$ cat config.mk
export PLATFORM = sky130hd
export DESIGN_NAME = radio_state_controller
export DESIGN_NICKNAME = d
export VERILOG_FILES = /design/src/core/radio_state_controller_pkg.sv /design/src/core/radio_state_controller.sv
export VERILOG_INCLUDE_DIRS = /design/src /design/src/core
export SDC_FILE = /design/constraint.sdc
export NUM_CORES = 1
export LEC_CHECK = 0
export BUFFER_PORTS_ARGS = -buffer_cell sky130_fd_sc_hd__buf_2
export CORE_ASPECT_RATIO = 1.2
export CORE_MARGIN = 10
export CORE_UTILIZATION = 33
export DETAILED_ROUTE_END_ITERATION = 8
export HOLD_SLACK_MARGIN = 0.12
export MAX_ROUTING_LAYER = met4
export SLEW_MARGIN = 20
export SYNTH_ARGS = -nofsm -noshare
export SYNTH_HDL_FRONTEND = slang
export SYNTH_SLANG_ARGS = --single-unit
$ cat constraint.sdc
create_clock -name SYS_CLK -period 3.6 [get_ports SYS_CLK]
set_clock_uncertainty 0.05 [all_clocks]
set_input_delay 0.54 -clock SYS_CLK [delete_from_list [all_inputs] [get_ports SYS_CLK]]
set_output_delay 0.54 -clock SYS_CLK [all_outputs]
set_load 0.01 [all_outputs]
$ cat src/core/radio_state_controller_regs.svh
// register indices, field positions, command codes and reset values of the radio state controller
`ifndef RADIO_STATE_CONTROLLER_REGS_SVH
`define RADIO_STATE_CONTROLLER_REGS_SVH

// register indices; byte address is four times the index
`define RSC_CFG_BASE_IDX       10'h100
`define RSC_CFG_BYTES          64
`define RSC_CHAN_HI_IDX        10'h109
`define RSC_CHAN_MID_IDX       10'h10A
`define RSC_CHAN_LO_IDX        10'h10B
`define RSC_MODE_CTRL_IDX      10'h11A
`define RSC_CMD_IDX            10'h200
`define RSC_STATUS_IDX         10'h201
`define RSC_CTRL_IDX           10'h202

// operating_mode_control fields
`define RSC_MODE_FILTER_CAL    0
`define RSC_MODE_RX_TO_TX      1
`define RSC_MODE_TX_TO_RX      2

// ctrl register fields
`define RSC_CTRL_STREAM        0
`define RSC_CTRL_FW_AES        1
`define RSC_CTRL_FW_IRCAL      2
`define RSC_CTRL_FW_RS         3

// status register fields
`define RSC_STAT_STATE_LSB     0
`define RSC_STAT_READY         4
`define RSC_STAT_POR           5
`define RSC_STAT_DEEP          6

// command codes
`define RSC_CMD_OFF            8'hB0
`define RSC_CMD_ON             8'hB1
`define RSC_CMD_RX             8'hB2
`define RSC_CMD_TX             8'hB5
`define RSC_CMD_SLEEP          8'hBA
`define RSC_CMD_CONFIG         8'hBB
`define RSC_CMD_POWER_DOWN     8'hC8
`define RSC_CMD_AES            8'hD0
`define RSC_CMD_IRCAL          8'hBD
`define RSC_CMD_RS             8'hD6

// reset values
`define RSC_CTRL_RESET         8'h00
`define RSC_CFG_RESET          8'h00

`endif

$ cat src/core/radio_state_controller_pkg.sv
// types shared by the radio state controller
package radio_state_controller_pkg;
	typedef enum logic [2:0] {
		sleep_state,
		powered_idle_state,
		standby_state,
		transmit_state,
		receive_state
	} radio_state_e;
endpackage

$ cat src/core/radio_state_controller.sv
// radio state controller: five-state power sequencer with wishbone register slave
//
// Implementation choice: register access over Wishbone.
`include "radio_state_controller_regs.svh"
`timescale 1ns/1ps
`default_nettype none

// Contract
// - five radio states, changed by one-byte host commands.
// - sleep command accepted only in off or standby.
// - sleep ends on chip select low or wake timer expiry.
// - full power down enters deep sleep two; config lost, timer off.
// - asleep, interrupt pin held low, other gpio pins released.
// - off state powers crystal, digital and synth regulators; memories accessible.
// - off to standby runs filter calibration only when enable bit set.
// - transmit and receive are reachable from standby.
// - transmit and receive use the 24-bit channel word.
// - packet transmit done disables pa, returns to standby, optional interrupt; the interrupt pin here has no enable and pulses on the frame event.
// - streaming mode transmits the stream pin data instead of packet ram.
// - packet receive valid returns to standby, optional interrupt; the interrupt pin here has no enable and pulses on the frame event.
// - streaming mode stays in receive; end-of-frame transitions suppressed.
// - auto turnaround only when the matching mode control bit is set.
// - aes, image calibration and coding commands need loaded firmware.
// - power-on reset enters off with packet ram cleared, modem config default.
// - full power down sleeps; later chip select wake registers power-on reset.
// - chip select wake drives miso high once off state is reached.
// - apply config loads all parameters except the channel word.
// - chip select wake from normal sleep is no power-on reset.
module radio_state_controller (
	// clock and reset
	input  wire logic        SYS_CLK,
	input  wire logic        RESETN,
	// wishbone slave
	input  wire logic        WB_CYC_I,
	input  wire logic        WB_STB_I,
	input  wire logic        WB_WE_I,
	input  wire logic [11:0] WB_ADR_I,
	input  wire logic [3:0]  WB_SEL_I,
	input  wire logic [31:0] WB_DAT_I,
	output logic      [31:0] WB_DAT_O,
	output logic             WB_ACK_O,
	// pins from the far side
	input  wire logic        CS_N,
	input  wire logic        WAKE_TIMER_EXPIRED,
	input  wire logic        STREAM_TX_DATA_PIN,
	// packet engine, same clock
	input  wire logic        PKT_TX_DATA,
	input  wire logic        TX_PACKET_DONE,
	input  wire logic        RX_PACKET_VALID,
	// pins to the far side
	output logic             MISO_READY,
	output logic             GENERAL_INTERRUPT_PIN,
	output logic             GENERAL_INTERRUPT_OE,
	output logic             GPIO_OE,
	// power and radio control
	output logic             XTAL_EN,
	output logic             DIG_REG_EN,
	output logic             SYNTH_REG_EN,
	output logic             RF_REG_EN,
	output logic             MEM_ACCESS_EN,
	output logic             PA_EN,
	output logic             RX_EN,
	output logic             WAKE_TIMER_EN,
	output logic             TX_BIT,
	output logic      [23:0] CHANNEL_WORD,
	// one-cycle strobes
	output logic             FILTER_CAL_START,
	output logic             CONFIG_APPLY,
	output logic             AES_START,
	output logic             IRCAL_START,
	output logic             RS_START,
	output logic             FRAME_EVENT
);
	localparam int CFG_BYTES = `RSC_CFG_BYTES;

	radio_state_controller_pkg::radio_state_e state_reg;
	radio_state_controller_pkg::radio_state_e state_next;

	logic [7:0]  cfg_mem [CFG_BYTES];
	logic [7:0]  ctrl_reg;
	logic        por_reg;
	logic        deep_reg;
	logic        ack_reg;
	logic [31:0] dat_reg;
	logic [1:0]  cs_sync_reg;
	logic [1:0]  wake_sync_reg;
	logic [1:0]  stream_sync_reg;
	logic [9:0]  idx;
	logic        bus_req;
	logic        bus_wr;
	logic        cmd_wr;
	logic [7:0]  cmd;
	logic        is_cfg;
	logic [5:0]  cfg_off;
	logic        stream_mode;
	logic [7:0]  mode_ctrl;
	logic        cs_wake;
	logic        timer_wake;
	logic        power_down;

	// bus decode; the index is the word address
	assign idx         = WB_ADR_I[11:2];
	assign bus_req     = WB_CYC_I && WB_STB_I && !ack_reg;
	assign bus_wr      = bus_req && WB_WE_I && WB_SEL_I[0];
	assign is_cfg      = (idx >= `RSC_CFG_BASE_IDX) &&
	                     (idx < (`RSC_CFG_BASE_IDX + 10'(CFG_BYTES)));
	assign cfg_off     = idx[5:0];
	assign cmd         = WB_DAT_I[7:0];
	assign cmd_wr      = bus_wr && (idx == `RSC_CMD_IDX);
	assign stream_mode = ctrl_reg[`RSC_CTRL_STREAM];
	assign mode_ctrl   = cfg_mem[6'(`RSC_MODE_CTRL_IDX - `RSC_CFG_BASE_IDX)];

	// pin synchronisers; first stage is read only by the second
	always_ff @(posedge SYS_CLK or negedge RESETN) begin
		if (!RESETN) begin
			cs_sync_reg     <= 2'b11;
			wake_sync_reg   <= 2'b00;
			stream_sync_reg <= 2'b00;
		end else begin
			cs_sync_reg     <= {cs_sync_reg[0], CS_N};
			wake_sync_reg   <= {wake_sync_reg[0], WAKE_TIMER_EXPIRED};
			stream_sync_reg <= {stream_sync_reg[0], STREAM_TX_DATA_PIN};
		end
	end

	// wake sources; timer is off in deep sleep two
	// wake on select
	assign cs_wake    = !cs_sync_reg[1];
	assign timer_wake = wake_sync_reg[1] && !deep_reg;
	assign power_down = cmd_wr && (cmd == `RSC_CMD_POWER_DOWN);

	// next radio state
	always_comb begin
		state_next = state_reg;
		case (state_reg)
			radio_state_controller_pkg::sleep_state: begin
				if (cs_wake || timer_wake) begin
					state_next = radio_state_controller_pkg::powered_idle_state;
				end
			end
			radio_state_controller_pkg::powered_idle_state: begin
				if (cmd_wr && (cmd == `RSC_CMD_SLEEP || power_down)) begin
					state_next = radio_state_controller_pkg::sleep_state;
				end else if (cmd_wr && cmd == `RSC_CMD_ON) begin
					state_next = radio_state_controller_pkg::standby_state;
				end
			end
			radio_state_controller_pkg::standby_state: begin
				if (cmd_wr && cmd == `RSC_CMD_TX) begin
					state_next = radio_state_controller_pkg::transmit_state;
				end else if (cmd_wr && cmd == `RSC_CMD_RX) begin
					state_next = radio_state_controller_pkg::receive_state;
				end else if (cmd_wr && cmd == `RSC_CMD_OFF) begin
					state_next = radio_state_controller_pkg::powered_idle_state;
				end else if (cmd_wr && (cmd == `RSC_CMD_SLEEP || power_down)) begin
					state_next = radio_state_controller_pkg::sleep_state;
				end
			end
			radio_state_controller_pkg::transmit_state: begin
				if (cmd_wr && cmd == `RSC_CMD_ON) begin
					state_next = radio_state_controller_pkg::standby_state;
				end else if (cmd_wr && cmd == `RSC_CMD_RX) begin
					state_next = radio_state_controller_pkg::receive_state;
				end else if (power_down) begin
					state_next = radio_state_controller_pkg::sleep_state;
				end else if (TX_PACKET_DONE && !stream_mode) begin
					if (mode_ctrl[`RSC_MODE_TX_TO_RX]) begin
						state_next = radio_state_controller_pkg::receive_state;
					end else begin
						state_next = radio_state_controller_pkg::standby_state;
					end
				end
			end
			radio_state_controller_pkg::receive_state: begin
				if (cmd_wr && cmd == `RSC_CMD_ON) begin
					state_next = radio_state_controller_pkg::standby_state;
				end else if (cmd_wr && cmd == `RSC_CMD_TX) begin
					state_next = radio_state_controller_pkg::transmit_state;
				end else if (power_down) begin
					state_next = radio_state_controller_pkg::sleep_state;
				end else if (RX_PACKET_VALID && !stream_mode) begin
					if (mode_ctrl[`RSC_MODE_RX_TO_TX]) begin
						state_next = radio_state_controller_pkg::transmit_state;
					end else begin
						state_next = radio_state_controller_pkg::standby_state;
					end
				end
			end
			default: begin
				state_next = radio_state_controller_pkg::powered_idle_state;
			end
		endcase
	end

	// state register; reset lands in the off state
	// five-state sequencer
	always_ff @(posedge SYS_CLK or negedge RESETN) begin
		if (!RESETN) begin
			state_reg <= radio_state_controller_pkg::powered_idle_state;
		end else begin
			state_reg <= state_next;
		end
	end

	// deep sleep and power-on flags; a set wins over a clear
	always_ff @(posedge SYS_CLK or negedge RESETN) begin
		if (!RESETN) begin
			por_reg  <= 1'b1;
			deep_reg <= 1'b0;
		end else begin
			if (power_down && state_next == radio_state_controller_pkg::sleep_state) begin
				deep_reg <= 1'b1;
			end else if (state_reg == radio_state_controller_pkg::sleep_state &&
			             state_next != radio_state_controller_pkg::sleep_state) begin
				deep_reg <= 1'b0;
			end
			if (deep_reg && state_reg == radio_state_controller_pkg::sleep_state && cs_wake) begin
				por_reg <= 1'b1;
			end else if (bus_wr && idx == `RSC_STATUS_IDX && WB_DAT_I[`RSC_STAT_POR]) begin
				por_reg <= 1'b0;
			end
		end
	end

	// retained configuration bytes; lost on full power down
	always_ff @(posedge SYS_CLK or negedge RESETN) begin
		if (!RESETN) begin
			for (int i = 0; i < CFG_BYTES; i++) begin
				cfg_mem[i] <= `RSC_CFG_RESET;
			end
		end else if (power_down && state_next == radio_state_controller_pkg::sleep_state) begin
			for (int i = 0; i < CFG_BYTES; i++) begin
				cfg_mem[i] <= `RSC_CFG_RESET;
			end
		end else if (bus_wr && is_cfg &&
		             state_reg != radio_state_controller_pkg::sleep_state) begin
			cfg_mem[cfg_off] <= WB_DAT_I[7:0];
		end
	end

	// control register: streaming mode and loaded firmware modules
	always_ff @(posedge SYS_CLK or negedge RESETN) begin
		if (!RESETN) begin
			ctrl_reg <= `RSC_CTRL_RESET;
		end else if (bus_wr && idx == `RSC_CTRL_IDX) begin
			ctrl_reg <= WB_DAT_I[7:0];
		end
	end

	// channel word is applied only on entry to transmit or receive
	always_ff @(posedge SYS_CLK or negedge RESETN) begin
		if (!RESETN) begin
			CHANNEL_WORD <= 24'h00_0000;
		end else if ((state_next == radio_state_controller_pkg::transmit_state ||
		              state_next == radio_state_controller_pkg::receive_state) &&
		             state_next != state_reg) begin
			CHANNEL_WORD <= {cfg_mem[6'(`RSC_CHAN_HI_IDX - `RSC_CFG_BASE_IDX)],
			                 cfg_mem[6'(`RSC_CHAN_MID_IDX - `RSC_CFG_BASE_IDX)],
			                 cfg_mem[6'(`RSC_CHAN_LO_IDX - `RSC_CFG_BASE_IDX)]};
		end
	end

	// command strobes, registered so they line up with the new state
	always_ff @(posedge SYS_CLK or negedge RESETN) begin
		if (!RESETN) begin
			FILTER_CAL_START <= 1'b0;
			CONFIG_APPLY     <= 1'b0;
			AES_START        <= 1'b0;
			IRCAL_START      <= 1'b0;
			RS_START         <= 1'b0;
			FRAME_EVENT      <= 1'b0;
		end else begin
			FILTER_CAL_START <= state_reg == radio_state_controller_pkg::powered_idle_state &&
			                    state_next == radio_state_controller_pkg::standby_state &&
			                    mode_ctrl[`RSC_MODE_FILTER_CAL];
			// apply config in off or standby
			CONFIG_APPLY     <= cmd_wr && cmd == `RSC_CMD_CONFIG &&
			                    (state_reg == radio_state_controller_pkg::powered_idle_state ||
			                     state_reg == radio_state_controller_pkg::standby_state);
			AES_START        <= cmd_wr && cmd == `RSC_CMD_AES &&
			                    ctrl_reg[`RSC_CTRL_FW_AES];
			IRCAL_START      <= cmd_wr && cmd == `RSC_CMD_IRCAL &&
			                    ctrl_reg[`RSC_CTRL_FW_IRCAL];
			RS_START         <= cmd_wr && cmd == `RSC_CMD_RS &&
			                    ctrl_reg[`RSC_CTRL_FW_RS];
			FRAME_EVENT      <= !stream_mode &&
			                    ((state_reg == radio_state_controller_pkg::transmit_state &&
			                      TX_PACKET_DONE) ||
			                     (state_reg == radio_state_controller_pkg::receive_state &&
			                      RX_PACKET_VALID));
		end
	end

	// power rails and pin drivers follow the state register
	always_ff @(posedge SYS_CLK or negedge RESETN) begin
		if (!RESETN) begin
			XTAL_EN               <= 1'b0;
			DIG_REG_EN            <= 1'b0;
			SYNTH_REG_EN          <= 1'b0;
			RF_REG_EN             <= 1'b0;
			MEM_ACCESS_EN         <= 1'b0;
			PA_EN                 <= 1'b0;
			RX_EN                 <= 1'b0;
			WAKE_TIMER_EN         <= 1'b0;
			MISO_READY            <= 1'b0;
			GENERAL_INTERRUPT_PIN <= 1'b0;
			GENERAL_INTERRUPT_OE  <= 1'b0;
			GPIO_OE               <= 1'b0;
			TX_BIT                <= 1'b0;
		end else begin
			XTAL_EN       <= state_next != radio_state_controller_pkg::sleep_state;
			DIG_REG_EN    <= state_next != radio_state_controller_pkg::sleep_state;
			SYNTH_REG_EN  <= state_next != radio_state_controller_pkg::sleep_state;
			MEM_ACCESS_EN <= state_next != radio_state_controller_pkg::sleep_state;
			RF_REG_EN     <= state_next != radio_state_controller_pkg::sleep_state &&
			                 state_next != radio_state_controller_pkg::powered_idle_state;
			PA_EN         <= state_next == radio_state_controller_pkg::transmit_state;
			RX_EN         <= state_next == radio_state_controller_pkg::receive_state;
			WAKE_TIMER_EN <= state_next == radio_state_controller_pkg::sleep_state &&
			                 !(deep_reg || power_down);
			MISO_READY    <= state_next != radio_state_controller_pkg::sleep_state &&
			                 cs_wake;
			GENERAL_INTERRUPT_OE  <= 1'b1;
			GENERAL_INTERRUPT_PIN <= state_next != radio_state_controller_pkg::sleep_state &&
			                         FRAME_EVENT;
			GPIO_OE       <= state_next != radio_state_controller_pkg::sleep_state;
			TX_BIT        <= stream_mode ? stream_sync_reg[1] : PKT_TX_DATA;
		end
	end

	// wishbone answer: ack one cycle after the request, dropped the next cycle
	always_ff @(posedge SYS_CLK or negedge RESETN) begin
		if (!RESETN) begin
			ack_reg <= 1'b0;
			dat_reg <= 32'h0000_0000;
		end else begin
			ack_reg <= bus_req;
			dat_reg <= 32'h0000_0000;
			if (bus_req && !WB_WE_I) begin
				if (is_cfg) begin
					dat_reg <= {24'h00_0000, cfg_mem[cfg_off]};
				end else if (idx == `RSC_STATUS_IDX) begin
					dat_reg <= {25'h000_0000, deep_reg, por_reg, 1'b1, 1'b0, state_reg};
				end else if (idx == `RSC_CTRL_IDX) begin
					dat_reg <= {24'h00_0000, ctrl_reg};
				end
			end
		end
	end

	assign WB_ACK_O = ack_reg;
	assign WB_DAT_O = dat_reg;
endmodule

`default_nettype wire

# ---- Word-level counts from Yosys, hierarchy flattened
# Cells that the tools add are included.
dict set report word_totals {
  ff_bits 603
  latch_bits 0
  mem_bits_rw 0
  mem_bits_ro 0
  input_bits 59
  elab_cells 214
  mem_count 0
}
dict set report classes {
  addsub 0
  n_mul 0
  div 0
  magnitude_cmp 4
  eq_ne 22
  shifts 0
  mux 35
  bitwise 1
  n_reduce_logical 63
}
# operator count
set op_table {}
lappend op_table {{2-to-1 mux 512 bit} 2}
lappend op_table {{bitwise mux 512 bit} 1}
lappend op_table {{== test 8 bit (second input constant)} 10}
lappend op_table {{2-to-1 mux 8 bit} 7}
lappend op_table {{binary-select mux 8 bit (select 6 bit)} 1}
lappend op_table {{demux 8 bit (select 6 bit)} 1}
lappend op_table {{2-to-1 mux 3 bit} 16}
lappend op_table {{logical AND 1 bit} 44}
lappend op_table {{== test 10 bit (second input constant)} 3}
lappend op_table {{one-hot mux 3 bit (5 select lines)} 1}
lappend op_table {{== test 3 x 2 -> 1 bit (second input constant)} 4}
lappend op_table {{>= comparator 10 x 9 -> 1 bit (second input constant)} 1}
lappend op_table {{less-than comparator 10 x 9 -> 1 bit (second input constant)} 1}
lappend op_table {{>= comparator 7 bit (second input constant)} 1}
lappend op_table {{less-than comparator 7 x 1 -> 1 bit (second input constant)} 1}
lappend op_table {{NOT 6 -> 7 bit} 1}
lappend op_table {{== test 3 bit (second input constant)} 2}
lappend op_table {{zero test 1 bit} 6}
lappend op_table {{zero test 3 bit} 2}
lappend op_table {{logical OR 1 bit} 6}
lappend op_table {{2-to-1 mux 1 bit} 6}
lappend op_table {{nonzero test 2 bit} 3}
lappend op_table {{nonzero test 3 bit} 2}
lappend op_table {{== test 3 x 1 -> 1 bit (second input constant)} 1}
lappend op_table {{2 further kinds} 2}

# ---- Logic depth before layout (Yosys ltp)
dict set report depth {
  word_depth 17
  mapped_depth 13
}

# ---- Worst setup path after synthesis
# No wires, ideal clock.
dict set report synth_path {
  path_kind {input -> register}
  from {in WB_ADR_I[2]}
  to {reg dat_reg[3] (netlist: WB_DAT_O[3])}
  setup_time_ps 128
  arrival_time_ps 3223
  t_required_ps 3422
  setup_slack_ps 199
  stages 8
  path_buffers 3
  path_cell_list {clkbuf_1 buf_2 buf_1 mux4_2 mux4_2 mux4_2 a22oi_1 nor2_1}
}
dict set report synth_via {
  elab_chain_len 6
  elab_cells_between_ends 13
}
# element line_no
set synth_lines {}
lappend synth_lines {{from (decl)} radio_state_controller.sv:37} ;# input wire logic [11:0] WB_ADR_I,
lappend synth_lines {{NOT 6 -> 7 bit (implied by the code)} radio_state_controller.sv:341} ;# dat_reg <= {24'h00_0000, cfg_mem[cfg_off]};
lappend synth_lines {{binary-select mux 8 bit (select 6 bit)} radio_state_controller.sv:341}
lappend synth_lines {{2-to-1 mux 8 bit (implied by the code) (2 in series)} radio_state_controller.sv:341}
lappend synth_lines {{2-to-1 mux 8 bit (*)} radio_state_controller.sv:340} ;# if (is_cfg) begin
lappend synth_lines {{2-to-1 mux 8 bit (*)} radio_state_controller.sv:339} ;# if (bus_req && !WB_WE_I) begin
lappend synth_lines {{to (signal assigned)} radio_state_controller.sv:341}
lappend synth_lines {{to (signal assigned)} radio_state_controller.sv:343} ;# dat_reg <= {25'h000_0000, deep_reg, por_reg, 1'b1, 1'b0, state_reg};
lappend synth_lines {{to (signal assigned)} radio_state_controller.sv:345} ;# dat_reg <= {24'h00_0000, ctrl_reg};
lappend synth_lines {{to (decl)} radio_state_controller.sv:84} ;# logic [31:0] dat_reg;
# Every way passes the cells marked *; elsewhere a longest branch is shown, timed or not. The select of a mux whose other input is x is not followed.
# A chain may end at the register's enable or synchronous reset.

# ---- Worst setup path after layout
dict set report layout_path {
  from {reg ack_reg (netlist: WB_ACK_O)}
  to {reg cfg_mem[445] in the netlist's numbering}
}
dict set report layout_via {
  elab_chain_len 16
  elab_cells_between_ends 31
}
# element line_no
set layout_lines {}
lappend layout_lines {{from (decl)} radio_state_controller.sv:83} ;# logic ack_reg;
lappend layout_lines {{from (signal assigned)} radio_state_controller.sv:337} ;# ack_reg <= bus_req;
lappend layout_lines {{zero test 1 bit (*)} radio_state_controller.sv:103} ;# assign bus_req = WB_CYC_I && WB_STB_I && !ack_reg;
lappend layout_lines {{logical AND 1 bit (*)} radio_state_controller.sv:103}
lappend layout_lines {{named net bus_req} radio_state_controller.sv:89} ;# logic bus_req;
lappend layout_lines {{logical AND 1 bit (*) (2 in series)} radio_state_controller.sv:104} ;# assign bus_wr = bus_req && WB_WE_I && WB_SEL_I[0];
lappend layout_lines {{logical AND 1 bit} radio_state_controller.sv:109} ;# assign cmd_wr = bus_wr && (idx == `RSC_CMD_IDX);
lappend layout_lines {{logical AND 1 bit} radio_state_controller.sv:130} ;# assign power_down = cmd_wr && (cmd == `RSC_CMD_POWER_DOWN);
lappend layout_lines {{logical OR 1 bit} {radio_state_controller.sv:142, radio_state_controller.sv:155}}
lappend layout_lines {{logical AND 1 bit} {radio_state_controller.sv:142, radio_state_controller.sv:155}}
lappend layout_lines {{2-to-1 mux 3 bit} radio_state_controller.sv:155} ;# end else if (cmd_wr && (cmd == `RSC_CMD_SLEEP || power_down)) begin
lappend layout_lines {{2-to-1 mux 3 bit} radio_state_controller.sv:153} ;# end else if (cmd_wr && cmd == `RSC_CMD_OFF) begin
lappend layout_lines {{2-to-1 mux 3 bit} radio_state_controller.sv:151} ;# end else if (cmd_wr && cmd == `RSC_CMD_RX) begin
lappend layout_lines {{2-to-1 mux 3 bit} radio_state_controller.sv:149} ;# if (cmd_wr && cmd == `RSC_CMD_TX) begin
lappend layout_lines {{one-hot mux 3 bit (5 select lines)} radio_state_controller.sv:135} ;# case (state_reg)
lappend layout_lines {{zero test 3 bit} radio_state_controller.sv:231} ;# end else if (power_down && state_next == radio_state_controller_pkg::sleep_state) begin
lappend layout_lines {{logical AND 1 bit} radio_state_controller.sv:231}
lappend layout_lines {{2-to-1 mux 512 bit or nonzero test 2 bit (tied branches)} --}
lappend layout_lines {{to (signal, indexed assignment)} radio_state_controller.sv:229} ;# cfg_mem[i] <= `RSC_CFG_RESET;
lappend layout_lines {{to (signal, indexed assignment)} radio_state_controller.sv:233} ;# cfg_mem[i] <= `RSC_CFG_RESET;
lappend layout_lines {{to (signal, indexed assignment)} radio_state_controller.sv:237} ;# cfg_mem[cfg_off] <= WB_DAT_I[7:0];
lappend layout_lines {{to (decl)} radio_state_controller.sv:79} ;# logic [7:0] cfg_mem [CFG_BYTES];
# Mark *: on every way through the listed nets, which the timed path passes. The rest lies on a longest branch.

==> results.txt <==
The largest net degree at the start of global routing came out at 85. For this design the ratio of total power to cell area is approximately 450 nW/um^2. The count of nets left with antenna violations after detail routing came out at 0. The data arrival time of the worst path came out at 3640 ps. The total count of max-transition violations in the final report came out at 0. The data required time of the worst path is approximately 4000 ps. The worst setup path is launched from a flip-flop. Across the VDD grid, the largest voltage drop is 0.387 mV. The worst setup path is of the reg -> reg kind. The clock insertion delay at the later pin of the skew report is about 630 ps. The die extent in y came out at approximately 340 microns. The first TritonRoute pass finished after 5 iterations. The part of the total power dissipated in the clock network is 0.458.

The placed instance count came out at about 3700. The final instance count without filler cells is about 3800. The power dissipated by switching net loads came out at between 3 and 4 mW.

The level count of the clock H-tree came out at 2. The sequential-to-total area share from yosys stat came out at 0.506. The number of resized instances in the post-cts repair step came out at 0.

The hold violation total from the final report is 0. The slowest stage of the critical path is the or4_1 cell. The routed layout has ~20000 vias. The remaining routing DRC violations came out at 0. The leakage dissipation is 14.0 nW. The worst hold path belongs to the class in -> reg. The flip-flop count of the largest register, all copies and words added came out at between 500 and 600. The internal portion of the total power is between 10 and 15 mW. Yosys instantiated no cell more often than dfrtp_1. The number of violations of the max-capacitance limit came out at 0. For this run, the top clock speed supported by timing is between 300 and 400 MHz. For the final routed database, the setup TNS stands at 0 ps.

The first global-routing pass estimated about 130000 microns of wire. The top cell type's share of synthesized area is 0.503. The sum of net half-perimeters after detailed placement came out at 51400 microns. The detailed-route vias per instance came out at between 5 and 6. The largest buffer count on any clock path is 3.

The flow ran to the end, and the final reports show no timing, DRC or antenna violations. The cell sitting at the root of the clock tree is a clkbuf_16. The signal on the critical path passes through and3b_1 -> nand4_1 -> buf_4 -> or4_1 -> a21oi_1 -> and2_2 -> nand4bb_4 -> nor3_4 -> buf_12 -> buf_12 -> a21oi_1. The most used flip-flop cell after synthesis is dfrtp_1.

The core footprint came out at approximately 86000 sq um. Buffers inserted during clock tree synthesis total 60. The sequential share of power is 0.453. The worst setup path is captured at a flip-flop.

The per-cell routed wire length is roughly 21 microns. The final layout contains routed wiring with a total length of about 81000 microns. Hold repair after CTS inserted 6 buffers. The register bank with the most flops is cfg_mem. The combined area of all synthesized cells is 28600 sq um. The async set-reset flop share out of synthesis is 1.00. The number of sinks on the clock net is approximately 580. Relative to the synthesized area, the layout overhead comes to 14.2%.

Setup repair after global routing left no endpoint under its margin. Counting flops with a built-in enable in the synthesized netlist gives 0. The delay contributed by the slowest stage of the critical path came out at about 500 ps.

Across all hold checks on the routed design, the worst slack comes to roughly 200 ps. At the pin with the least slew margin, the transition time is about 920 ps. The cell count after synthesis came out at 2548.

The total placed instance area came out at ~31000 sq um. The relative contribution of combinational cells to total power is 0.088. The I/O pin total came out at between 100 and 150. The number of buffers added on ports is 81. The die outline area came out at 99000 sq um. The synthesized design spends more area on one cell type than any other, namely dfrtp_1. Yosys attributes the largest share of cell area to dfrtp_1 50%, mux4_2 13%, mux2i_1 9.0%. TritonCTS built the clock tree.

In this run the core area contains between 100 and 150 standard-cell rows. After synthesis the netlist holds a flip-flop and latch count of 579. Yosys mapped the design onto 62 distinct sky130hd cell types. The largest registers in the layout are cfg_mem: 504 flops, CHANNEL_WORD: 24 flops. The final-report setup violation count is 0. The share of cells above drive strength 1 came out at 0.218.

Averaged over all synthesized cells, the footprint is ~11 sq um. The global route total overflow came out at 0. The minimum period implied by the final worst setup slack came out at ~3200 ps. For this configuration, the core starts out at a cell density of 0.332.

By count the netlist is led by 575 x dfrtp_1, 301 x nand2_1, 272 x nor2_1. The initial antenna violation count came out at 1. The post-CTS repair timing setup buffer count is 0. The number of nets in the final layout came out at between 2000 and 3000. The floorplan step set the die width to just under 300 microns.

The placer congestion estimate is roughly 0.84. The total routing resource utilization after global routing is 0.166. In the finished design, the share of the clock period the worst path needs comes to 0.885. The switching portion of total power came out at 0.245.

The via count of the first global-routing pass came out at between 20000 and 25000. After clock tree synthesis, the clock-pin slew on the worst setup and hold paths is 60 ps. The iteration-0 DRC count of the detailed router came out at 1973. The maximum fanout along the worst path came out at between 40 and 50. The count of yosys warnings during synthesis is 0. The post-route standard cell area excluding fillers is around 33000 sq um. The headroom to the max-slew limit is 0.387.
critical path, delay by kind of cell, from the launching register on:
kind                   cells  cell delay (ps)
buffers and inverters      3              660
AND/OR/NAND/NOR            6             1610
AO/OA/AOI/OAI              2              310
flip-flops                 1              370
power groups by stage:
stage / clock [mW] / sequential [mW] / combinational (mW)
floorplan: 0 / 6.73 / 0.753
global placement: 0 / 6.75 / 1.30
detailed placement: 0 / 6.75 / 1.30
CTS: 6.86 / 6.63 / 1.31
global route: 7.10 / 6.64 / 1.40
finish: 6.72 / 6.64 / 1.30
cell type report:
| class | instances | area, sq um |
|---|---|---|
| clock buffers | 83 | 1750 |
| inverters | 5 | 18.8 |
| well taps | 1140 | 1430 |
| diodes | 1 | 2.50 |
| fillers | 8408 | 53500 |
| multi-input cells | 1724 | 12700 |
| flip-flops and latches | 579 | 14500 |
| repair buffers | 216 | 1900 |
| clock inverters | 25 | 370 |
layout by cell type, fill, tap and decap left out, types with 6 or more instances in the layout:
master and n:
dlygate4sd3_1 6, buf_4 94, clkbuf_8 14, and2_1 6, clkbuf_1 8, mux2_2 33, nand4b_1 6, conb_1 25
clkbuf_16 61, nand3_1 262, nand2b_1 6, nor2_1 270, clkinv_2 10, buf_2 78, nor3_1 9, nor2_2 33
buf_12 35, nand3b_1 6, nand2_1 301, bufinv_16 9, mux2i_1 256, o21ai_0 7, mux4_2 168, a21oi_1 262
dfrtp_1 575
worst paths after layout:
kind	from	to	slack, ps	cells after the start
setup reg to reg	WB_ACK_O	cfg_mem[445]	420	11
max in group asynchronous	RESETN	CHANNEL_WORD[20]	1980	3
hold reg to reg	stream_sync_reg[0]	stream_sync_reg[1]	300	0
hold / removal	WB_DAT_I[3]	IRCAL_START	200	3
setup / recovery	WB_ACK_O	cfg_mem[445]	420	11
min in group asynchronous	RESETN	cfg_mem[380]	490	2
metrics by stage:
stage / utilization / worst slack [ps] / power, mW
2_1_floorplan: - / 199 / 7.49
3_3_place_gp: 0.354 / 115 / 8.05
3_5_place_dp: 0.354 / 103 / 8.06
4_1_cts: 0.379 / 456 / 14.8
5_1_grt: 0.379 / 343 / 15.1
6_report: 0.379 / 416 / 14.6
logic make-up (layout without fill, tap and decap cells):
family,count (synthesis),after routing,synth area share
AO/OA/AOI/OAI,291,291,0.0537
XOR/XNOR,2,2,0.000612
multiplexers,457,457,0.235
flip-flops,579,579,0.506
buffers and inverters,268,329,0.0539
other,2,26,0.000262
AND/OR/NAND/NOR,949,949,0.151
layer usage:
metal,up-vias,wire length [microns],global-route usage,part of all wire
li1,9032,-,-,-
met1,10300,34000,0.217,0.42
met2,678,39200,0.264,0.48
met3,114,5580,0.0296,0.069
met4,0,2270,0.0466,0.028
met5,-,0,-,0
(Power assumes the default switching activity.)
